===== src/eeprom_regs.svh =====
// Register offsets, field positions, reset values and timing figures of the data EEPROM access block.
`ifndef EEPROM_ACCESS_REGS_SVH
`define EEPROM_ACCESS_REGS_SVH

// =====================================================================
// Special function register offsets
// =====================================================================
`define EE_DATA_OFS 8'h08
`define EE_ADDR_OFS 8'h09
`define EE_CTRL_OFS 8'h88
`define EE_AUX_OFS 8'h89

// =====================================================================
// Control register field positions
// =====================================================================
`define EE_RD_BIT 0
`define EE_WR_BIT 1
`define EE_PERMIT_BIT 2
`define EE_ABORT_BIT 3
`define EE_DONE_BIT 4

// =====================================================================
// Values
// =====================================================================
`define EE_BYTE_ZERO 8'h00
`define EE_BYTE_ERASED 8'hFF
`define EE_UPPER_ZERO 2'b00
`define EE_CTRL_UNUSED 3'h0

// =====================================================================
// Timing
// =====================================================================
`define EE_CLK_PERIOD_NS 10
`define EE_ERASE_TIME_US 2000
`define EE_PROG_TIME_US 2000

`endif


===== src/eeprom_pkg.sv =====
// Types and shared decode helpers of the data EEPROM access block.
`include "eeprom_regs.svh"

package eeprom_pkg;

  // ===================================================================
  // Self-timed write sequencer states
  // ===================================================================
  typedef enum logic [1:0]
  {
    ST_IDLE = 2'b00,
    ST_ERASE = 2'b01,
    ST_PROGRAM = 2'b10
  } wr_state_e;

  // True when the two upper address bits select the implemented space.
  function automatic logic addr_in_space(input logic [7:0] addr);
    return addr[7:6] == `EE_UPPER_ZERO;
  endfunction

endpackage


===== src/eeprom_cell_array.sv =====
// Flip-flop storage of the data EEPROM with per-byte erase and program.
`timescale 1ns/10ps
`default_nettype none

module eeprom_cell_array
  import eeprom_pkg::*;
#(
  parameter int DEPTH = 64,
  parameter int AW = 6
)
(
  input wire logic clk_in,
  input wire logic arst_n_in,
  input wire logic erase_in,
  input wire logic program_in,
  input wire logic [AW-1:0] addr_in,
  input wire logic [7:0] data_in,
  input wire logic [AW-1:0] rd_addr_in,
  output logic [7:0] rd_data_out
);

  // =====================================================================
  // Storage
  // =====================================================================
  // One byte per location; content after power-up is the erased value.
  logic [7:0] cell_q [DEPTH];

  // Programming can only clear bits, so a program without an erase just ANDs.
  always_ff @(posedge clk_in or negedge arst_n_in)
  begin
    if (!arst_n_in)
    begin
      for (int i = 0; i < DEPTH; i++)
      begin
        cell_q[i] <= `EE_BYTE_ERASED;
      end
    end
    else if (erase_in && program_in)
    begin
      // Combined erase and program loads the byte outright.
      cell_q[addr_in] <= data_in;
    end
    else if (erase_in)
    begin
      cell_q[addr_in] <= `EE_BYTE_ERASED;
    end
    else if (program_in)
    begin
      cell_q[addr_in] <= cell_q[addr_in] & data_in;
    end
  end

  // Asynchronous read port; the user registers the result.
  assign rd_data_out = cell_q[rd_addr_in];

endmodule // eeprom_cell_array

`default_nettype wire


===== src/eeprom_access_ctrl.sv =====
// Data EEPROM access control: indirect registers, self-timed byte write and programmer gate.
//
// Summary of operation
// [RULE1] Core reads and writes EEPROM during normal operation.
// [RULE2] Array reached only through address, data, control registers.
// [RULE3] Data register holds the byte read or written.
// [RULE4] Sixty-four bytes, addresses zero to 3Fh.
// [RULE5] Eight-bit address; upper two bits must be zero.
// [RULE6] Write erases the byte first, then programs.
// [RULE7] Internal timer governs write; hardware signals completion.
// [RULE8] Protected: core keeps access, programmer is refused.
// [RULE9] Done flag bit 4 set on finish, software clears.
// [RULE10] Abort flag bit 3 set when reset cuts write.
// [RULE11] Bit 1 starts write; hardware clears; zero ignored.
// [RULE12] Bit 0 fetches byte in one cycle, self-clearing.
// [RULE13] ROM variant: config bit 7 zero protects data.
// [RULE14] Write start ignored unless permit bit 2 set.
// [RULE15] Control bits 7 to 5 read zero, ignore writes.
`timescale 1ns/10ps
`default_nettype none
`include "eeprom_regs.svh"

module eeprom_access_ctrl
  import eeprom_pkg::*;
#(
  parameter bit ROM_VARIANT = 1'b0,
  parameter int CNT_W = 24,
  parameter int ERASE_CYCLES = (`EE_ERASE_TIME_US * 1000) / `EE_CLK_PERIOD_NS,
  parameter int PROG_CYCLES = (`EE_PROG_TIME_US * 1000) / `EE_CLK_PERIOD_NS
)
(
  input wire logic CORE_CLK_IN,
  input wire logic ARST_N_IN,
  input wire logic MASTER_CLEAR_RESET_IN,
  input wire logic WATCHDOG_TIMER_RESET_IN,
  input wire logic [7:0] SFR_ADDR_IN,
  input wire logic SFR_WR_IN,
  input wire logic [7:0] SFR_WDATA_IN,
  output logic [7:0] SFR_RDATA_OUT,
  input wire logic CODE_PROTECT_IN,
  input wire logic DATA_PROTECT_BIT_IN,
  input wire logic PROG_MODE_IN,
  input wire logic [5:0] PROG_ADDR_IN,
  input wire logic PROG_RD_IN,
  input wire logic PROG_WR_IN,
  input wire logic [7:0] PROG_WDATA_IN,
  output logic [7:0] PROG_RDATA_OUT,
  output logic PROG_DENIED_OUT,
  output logic WRITE_BUSY_OUT
);

  // =====================================================================
  // Declarations
  // =====================================================================
  wr_state_e state_q; // Write sequencer state.
  logic [CNT_W-1:0] cnt_q; // Phase timer, counts down to zero.
  logic [7:0] eeprom_address_reg_q; // Software address register.
  logic [7:0] eeprom_data_reg_q; // Software data register.
  logic [7:0] wr_addr_q; // Address latched at write start.
  logic [7:0] wr_data_q; // Data latched at write start.
  logic rd_q; // Read-start bit.
  logic wr_q; // Write-start bit, doubles as busy.
  logic write_permit_q; // Write-permit bit.
  logic write_abort_flag_q; // Sticky abort flag.
  logic write_done_flag_q; // Sticky completion flag.
  logic core_rst; // Master-clear or watchdog reset in normal operation.
  logic ctrl_wr; // Software write to the control register.
  logic start_wr; // A permitted write request.
  logic erase_end; // Last cycle of the erase phase.
  logic write_end; // Last cycle of the program phase.
  logic protected_data; // Programmer must be kept out.
  logic prog_ok; // Programmer access allowed this cycle.
  logic arr_erase; // Array erase strobe.
  logic arr_program; // Array program strobe.
  logic [5:0] arr_addr; // Array write address.
  logic [7:0] arr_wdata; // Array write data.
  logic [5:0] arr_raddr; // Array read address.
  logic [7:0] arr_rdata; // Array read data.
  logic [7:0] ctrl_view; // Control register as software sees it.

  // =====================================================================
  // Decode
  // =====================================================================
  // The two reset sources act identically on this block.
  assign core_rst = MASTER_CLEAR_RESET_IN | WATCHDOG_TIMER_RESET_IN;
  assign ctrl_wr = SFR_WR_IN && (SFR_ADDR_IN == `EE_CTRL_OFS);
  // A new write needs the permit bit in the same written value and an idle sequencer.
  assign start_wr = ctrl_wr && SFR_WDATA_IN[`EE_WR_BIT] && SFR_WDATA_IN[`EE_PERMIT_BIT] && !wr_q; // see [RULE14]
  assign erase_end = (state_q == ST_ERASE) && (cnt_q == '0);
  assign write_end = (state_q == ST_PROGRAM) && (cnt_q == '0); // see [RULE7]
  // ROM parts use the data-protect bit (zero protects), flash parts the code-protect strap.
  assign protected_data = ROM_VARIANT ? !DATA_PROTECT_BIT_IN : CODE_PROTECT_IN; // see [RULE13]
  // The programmer is also held off while a core write is in flight.
  assign prog_ok = PROG_MODE_IN && !protected_data && !wr_q; // see [RULE8]
  assign ctrl_view = {`EE_CTRL_UNUSED, write_done_flag_q, write_abort_flag_q, write_permit_q, wr_q, rd_q}; // see [RULE15]

  // =====================================================================
  // Array access steering
  // =====================================================================
  // Core writes go erase then program; out-of-space writes touch nothing.
  always_comb
  begin
    arr_erase = 1'b0;
    arr_program = 1'b0;
    arr_addr = wr_addr_q[5:0];
    arr_wdata = wr_data_q;
    if (wr_q)
    begin
      arr_erase = erase_end && addr_in_space(wr_addr_q); // see [RULE6] [RULE5]
      arr_program = write_end && addr_in_space(wr_addr_q); // see [RULE6] [RULE4]
    end
    else if (prog_ok && PROG_WR_IN)
    begin
      // The programmer loads a byte in one cycle.
      arr_erase = 1'b1;
      arr_program = 1'b1;
      arr_addr = PROG_ADDR_IN;
      arr_wdata = PROG_WDATA_IN;
    end
  end

  // A due core read owns the read port, so a programmer address never leaks into the data register.
  assign arr_raddr = (prog_ok && !rd_q) ? PROG_ADDR_IN : eeprom_address_reg_q[5:0]; // see [RULE8]

  eeprom_cell_array #(
    .DEPTH(64),
    .AW(6)
  ) u_cells (
    .clk_in(CORE_CLK_IN),
    .arst_n_in(ARST_N_IN),
    .erase_in(arr_erase),
    .program_in(arr_program),
    .addr_in(arr_addr),
    .data_in(arr_wdata),
    .rd_addr_in(arr_raddr),
    .rd_data_out(arr_rdata)
  );

  // =====================================================================
  // Write sequencer and timer
  // =====================================================================
  // Each phase runs for its own cycle count; a core reset drops the write at once.
  always_ff @(posedge CORE_CLK_IN or negedge ARST_N_IN)
  begin
    if (!ARST_N_IN)
    begin
      state_q <= ST_IDLE;
      cnt_q <= '0;
    end
    else if (core_rst)
    begin
      state_q <= ST_IDLE; // see [RULE10]
      cnt_q <= '0;
    end
    else
    begin
      unique case (state_q)
        ST_IDLE:
        begin
          if (start_wr)
          begin
            state_q <= ST_ERASE; // see [RULE11]
            cnt_q <= CNT_W'(ERASE_CYCLES - 1);
          end
        end
        ST_ERASE:
        begin
          if (erase_end)
          begin
            state_q <= ST_PROGRAM; // see [RULE6]
            cnt_q <= CNT_W'(PROG_CYCLES - 1);
          end
          else
          begin
            cnt_q <= cnt_q - CNT_W'(1);
          end
        end
        ST_PROGRAM:
        begin
          if (write_end)
          begin
            state_q <= ST_IDLE; // see [RULE7]
          end
          else
          begin
            cnt_q <= cnt_q - CNT_W'(1);
          end
        end
        default:
        begin
          // The spare code returns to idle rather than lock the block.
          state_q <= ST_IDLE;
          cnt_q <= '0;
        end
      endcase
    end
  end

  // Address and data are frozen at the start so software may reuse the registers.
  always_ff @(posedge CORE_CLK_IN or negedge ARST_N_IN)
  begin
    if (!ARST_N_IN)
    begin
      wr_addr_q <= `EE_BYTE_ZERO;
      wr_data_q <= `EE_BYTE_ZERO;
    end
    else if (start_wr)
    begin
      wr_addr_q <= eeprom_address_reg_q;
      wr_data_q <= eeprom_data_reg_q; // see [RULE3]
    end
  end

  // =====================================================================
  // Control register bits
  // =====================================================================
  // Start bits are settable only: a written zero leaves them alone.
  always_ff @(posedge CORE_CLK_IN or negedge ARST_N_IN)
  begin
    if (!ARST_N_IN)
    begin
      wr_q <= 1'b0;
      rd_q <= 1'b0;
      write_permit_q <= 1'b0;
    end
    else if (core_rst)
    begin
      wr_q <= 1'b0;
      rd_q <= 1'b0;
      write_permit_q <= 1'b0;
    end
    else
    begin
      if (start_wr)
      begin
        wr_q <= 1'b1; // see [RULE11] [RULE14]
      end
      else if (write_end)
      begin
        wr_q <= 1'b0; // see [RULE11]
      end
      // A read is not started while a write owns the array.
      if (rd_q)
      begin
        rd_q <= 1'b0; // see [RULE12]
      end
      else if (ctrl_wr && SFR_WDATA_IN[`EE_RD_BIT] && !wr_q)
      begin
        rd_q <= 1'b1; // see [RULE12]
      end
      if (ctrl_wr)
      begin
        write_permit_q <= SFR_WDATA_IN[`EE_PERMIT_BIT];
      end
    end
  end

  // Flags: a hardware event in the same cycle as a software clear wins.
  always_ff @(posedge CORE_CLK_IN or negedge ARST_N_IN)
  begin
    if (!ARST_N_IN)
    begin
      write_done_flag_q <= 1'b0;
      write_abort_flag_q <= 1'b0;
    end
    else if (core_rst)
    begin
      write_done_flag_q <= 1'b0;
      write_abort_flag_q <= write_abort_flag_q | wr_q; // see [RULE10]
    end
    else if (write_end)
    begin
      write_done_flag_q <= 1'b1; // see [RULE9]
      write_abort_flag_q <= 1'b0; // see [RULE10]
    end
    else if (ctrl_wr)
    begin
      write_done_flag_q <= SFR_WDATA_IN[`EE_DONE_BIT]; // see [RULE9]
      write_abort_flag_q <= SFR_WDATA_IN[`EE_ABORT_BIT];
    end
  end

  // =====================================================================
  // Address and data registers
  // =====================================================================
  // These keep their value over a core reset, like the array itself.
  always_ff @(posedge CORE_CLK_IN or negedge ARST_N_IN)
  begin
    if (!ARST_N_IN)
    begin
      eeprom_address_reg_q <= `EE_BYTE_ZERO;
    end
    else if (SFR_WR_IN && (SFR_ADDR_IN == `EE_ADDR_OFS))
    begin
      eeprom_address_reg_q <= SFR_WDATA_IN; // see [RULE5]
    end
  end

  // A completing read outranks a software write in the same cycle.
  always_ff @(posedge CORE_CLK_IN or negedge ARST_N_IN)
  begin
    if (!ARST_N_IN)
    begin
      eeprom_data_reg_q <= `EE_BYTE_ZERO;
    end
    else if (rd_q)
    begin
      // Outside the implemented space nothing answers, so zero is returned.
      eeprom_data_reg_q <= addr_in_space(eeprom_address_reg_q) ? arr_rdata : `EE_BYTE_ZERO; // see [RULE12] [RULE5]
    end
    else if (SFR_WR_IN && (SFR_ADDR_IN == `EE_DATA_OFS))
    begin
      eeprom_data_reg_q <= SFR_WDATA_IN; // see [RULE3]
    end
  end

  // =====================================================================
  // Read-back and outputs
  // =====================================================================
  // Read data is registered, valid the cycle after the address; the auxiliary register reads zero.
  always_ff @(posedge CORE_CLK_IN or negedge ARST_N_IN)
  begin
    if (!ARST_N_IN)
    begin
      SFR_RDATA_OUT <= `EE_BYTE_ZERO;
    end
    else
    begin
      unique case (SFR_ADDR_IN)
        `EE_DATA_OFS: SFR_RDATA_OUT <= eeprom_data_reg_q; // see [RULE2]
        `EE_ADDR_OFS: SFR_RDATA_OUT <= eeprom_address_reg_q;
        `EE_CTRL_OFS: SFR_RDATA_OUT <= ctrl_view; // see [RULE15]
        default: SFR_RDATA_OUT <= `EE_BYTE_ZERO;
      endcase
    end
  end

  // The programmer sees zero and a denial flag whenever data is protected.
  always_ff @(posedge CORE_CLK_IN or negedge ARST_N_IN)
  begin
    if (!ARST_N_IN)
    begin
      PROG_RDATA_OUT <= `EE_BYTE_ZERO;
      PROG_DENIED_OUT <= 1'b0;
      WRITE_BUSY_OUT <= 1'b0;
    end
    else
    begin
      PROG_RDATA_OUT <= (prog_ok && PROG_RD_IN && !rd_q) ? arr_rdata : `EE_BYTE_ZERO; // see [RULE8]
      PROG_DENIED_OUT <= PROG_MODE_IN && protected_data; // see [RULE8]
      WRITE_BUSY_OUT <= wr_q | start_wr; // see [RULE1]
    end
  end
endmodule // eeprom_access_ctrl

`default_nettype wire


===== config.mk =====
export PLATFORM = sky130hd
export DESIGN_NAME = eeprom_access_ctrl
export DESIGN_NICKNAME = d
export VERILOG_FILES = /design/src/eeprom_pkg.sv /design/src/eeprom_cell_array.sv /design/src/eeprom_access_ctrl.sv
export VERILOG_INCLUDE_DIRS = /design/src
export SDC_FILE = /design/constraint.sdc
export NUM_CORES = 2
export LEC_CHECK = 0
export BUFFER_PORTS_ARGS = -buffer_cell sky130_fd_sc_hd__buf_2
export CAP_MARGIN = 20
export CORE_UTILIZATION = 61
export DETAILED_ROUTE_END_ITERATION = 7
export HOLD_SLACK_MARGIN = 0.1
export PLACE_DENSITY = 0.88
export SETUP_SLACK_MARGIN = 0.4
export SLEW_MARGIN = 20
export SYNTH_ARGS = -nofsm -noshare
export SYNTH_HDL_FRONTEND = slang
export SYNTH_SLANG_ARGS = --single-unit

===== constraint.sdc =====
create_clock -name CORE_CLK_IN -period 6.05 [get_ports CORE_CLK_IN]
set_input_delay 0.3025 -clock CORE_CLK_IN [delete_from_list [all_inputs] [get_ports CORE_CLK_IN]]
set_output_delay 0.3025 -clock CORE_CLK_IN [all_outputs]
set_load 0.01 [all_outputs]

==> metrics.md <==
| Metric | Value |
|---|---|
| Worst Setup Start Kind | flip-flop |
| Sequential-to-total area share from yosys stat | 0.4499 |
| Router iterations before antenna repair | 7 |
| Buffers & Inverters on Critical Path | 2 |
| Fin Setup TNS | 0 ns |
| Largest net degree at the start of global routing | 190 |
| CP Capture Type | flip-flop |
| CP max FO | 47 |
| CP cell instances | and4bb_4, mux2_4, buf_4, mux2_1, a222oi_1, o2bb2a_1, nand4_2, a211oi_4, buf_12, a21oi_1 |
| Final setup fails | 0 |
| Core area | 55420 um^2 |
| Synth async-reset ratio | 1.000 |
| Hpwl dp | 96.84 mm |
| Post-synth EDFFs | 0 |
| Area contributors post-synth | dfstp_2, mux2i_1, nor2_1 |
| Total grt overflow | 0 |
| Worst-path clk slew | ~0.060 ns |
| Crit-path slowest cell | mux2_4 |
| First-pass GRT wire length | approximately 210 mm |
| Worst Hold Class | input pin to flip-flop |
| Final hold violations | 0 |
| CTS Buf Count | 67 |
| Initial Utilization | 0.6209 |
| CTS sink count | ~600 |
| Mapped Cells | roughly 3.7k |
| Top-count cell post-synth | nor2_1 |
| Antenna viol nets, final | 0 |
| Syn_area_per_cell | about 9.4 um^2 |
| Post-CTS setup buffers | 0 |
| Total die area | roughly 57000 um^2 |
| CP max stage delay | 0.90 ns |
| YS warnings | 0 |
| Min Tclk post-route | around 5.4 ns |
| CP Class | flip-flop to flip-flop |
| Vias post-DR | about 34k |
| Yosys cell types | 85 |
| Final wirelength | 145.3 mm |
| Nets | between 3k and 4k |
| Cell Pwr Density | ~270 nW/um^2 |
| Peak Freq | 183.8 MHz |
| Most used DFF post-synth | dfstp_2 |
| Max Root-Sink Buffers | 3 |
| Avg WL per Cell | ~33 um |
| Tot GR Track Use | 0.5079 |
| Status | finished, final reports clean |
| Clock Latency Late Sink | 0.63 ns |
| Layout cell share with drive strength beyond 1 | 0.2654 |
| Post-Syn Area | roughly 34000 um^2 |
| Routability cong. | between 1 and 1.5 |
| Slew headroom | 0.1976 |
| Row count | 86 |
| Root buffer cell | clkbuf_16 |
| I/O pin total | 58 |
| # H-tree levels | 3 |
| RSZ-0062 raised after global routing | false |
| Die Height | 239.5 um |
| Final Skew | 0.02858 ns |
| CP arrival | 5.94 ns |
| Design Power | around 10 mW |
| Worst Max-Slew Pin Slew | around 1.2 ns |
| Synthesized Nets | 3693 |
| Layout fillers | ~4k |
| Seq cells post-synth | 593 |
| Synth area leader | dfstp_2 |
| LEAKAGE | about 15 nW |
| Area growth syn-to-layout | 10.75% |
| Number of global-route vias before repair | about 32k |
| Most frequent cells after synthesis | nor2_1, dfstp_2, a21oi_1, mux2i_1, nand2_1 |
| Worst IR Drop VDD | 0.0002393 V |
| Avg Vias per Cell | roughly 7.6 |
| DRC violation total after the first TritonRoute iteration | 6425 |
| DRC errors left | 0 |
| Critical Path RT | 6.54 ns |
| Slew Limit Fails | 0 |
| Fin crit share | 0.8995 |
| Chip Width | 239.5 um |
| CTS tree | built |
| Top-area cell type share of the netlist area | 0.3910 |
| Crit path max-delay family | compound AO/OA/AOI/OAI gates |
| Port buffer count | 56 |
| Initial antenna violation count | 11 |
| Max-cap violations | 0 |
| CTS resizes | 0 |
cell type report:
class | count | area, um^2 | share of cell area
inverter | 9 | 33.78 | 0.0008865
clock inverter | 28 | 317.8 | 0.008339
antenna | 5 | 12.51 | 0.0003283
clock buffer | 88 | 1847 | 0.04846
timing repair buffer | 205 | 1632 | 0.04281
multi-input combinational | 2773 | 17850 | 0.4684
sequential | 593 | 15480 | 0.4062
tap | 748 | 935.9 | 0.02456
stage by stage:
stage / utilization / area [um^2] / hold WS, ns / std cells / setup WS (ns)
after floorplan: - / 34410 / 0.006909 / 3651 / 2.646
after global placement: 0.6441 / 35700 / 0.4561 / 4310 / 1.133
after detailed placement: 0.6444 / 35710 / 0.4859 / 4310 / 1.083
after CTS: 0.6858 / 38000 / 0.1178 / 4439 / 0.9784
after global routing: 0.6875 / 38100 / 0.1487 / 4445 / 0.6437
final: 0.6877 / 38110 / 0.1355 / 4449 / 0.6080
worst min-delay path: stages:
cell and delay, ns:
buf_2 0.08, nor2_1 0.06, nand2_1 0.20, nor2_1 0.08
path summary, 6_finish.rpt:
| path | startpoint | end | slack, ns | cells after the start |
|---|---|---|---|---|
| max in group asynchronous | ARST_N_IN | wr_addr_q[2] | 4.79 | 2 |
| hold / removal | SFR_ADDR_IN[6] | SFR_RDATA_OUT[3] | 0.14 | 4 |
| setup reg to reg | wr_q | u_cells.cell_q[58] | 0.61 | 10 |
| min in group asynchronous | ARST_N_IN | u_cells.cell_q[322] | 0.21 | 1 |
| setup / recovery | wr_q | u_cells.cell_q[58] | 0.61 | 10 |
| hold reg to reg | u_cells.cell_q[346] | u_cells.cell_q[346] | 0.51 | 2 |
per-layer routing:
layer	up-vias	global-route usage	share of wire
met3	902	0.2183	0.16
li1	13406	-	-
met1	16237	0.6327	0.35
met4	10	0.3675	0.092
met5	-	0	0.00043
met2	3158	0.7001	0.40
cells by family after synthesis:
logic type      after synthesis  synth area share
flops                       593            0.4499
mux                         495            0.1545
fa+ha+maj                     2         0.0007271
buf+inv                     285           0.04047
compound gates              976            0.1809
simple gates               1290            0.1710
xor+xnor                     10          0.002545
layout by cell type (no fill, tap or decap), types with 12 or more instances in the layout:
master,count
nor3_2,43
and2_1,13
nand2_1,300
a41oi_1,64
clkbuf_16,68
o21ai_0,40
a32oi_1,15
o22ai_1,32
nor3_1,46
dlygate4sd3_1,13
mux4_2,22
a22oi_1,110
mux2i_1,400
buf_4,118
nor3b_1,14
nor2_1,642
nor4bb_1,12
clkbuf_1,13
nor4_1,20
o211ai_1,28
nand3_1,61
a211oi_1,12
buf_2,57
dfstp_2,512
a21oi_1,439
buf_12,14
nand4b_1,25
dfrtp_1,80
a222oi_1,14
nand2b_1,23
nand4_1,26
clkinv_2,14
a31oi_1,126
a221o_1,20
mux2_2,54
timing repair:
action	CTS	global route
hold buffers	13	0
endpoints found under the hold margin	15	0
setup endpoints to repair	0	0
state kept, by name, summed over array words and instances (netlist names):
signal                count
eeprom_address_reg_q      8
wr_data_q                 8
WRITE_BUSY_OUT            1
eeprom_data_reg_q         8
write_abort_flag_q        1
write_done_flag_q         1
wr_q                      1
u_cells.cell_q          512
write_permit_q            1
cnt_q                    24
PROG_RDATA_OUT            8
wr_addr_q                 8
PROG_DENIED_OUT           1
state_q                   2
rd_q                      1
SFR_RDATA_OUT             8
power by group:
part | internal (mW) | switching [mW]
Sequential | 4.36 | 0.228
Clock | 2.37 | 1.73
Combinational | 0.496 | 0.959
Power figures use the tool's default switching activity.
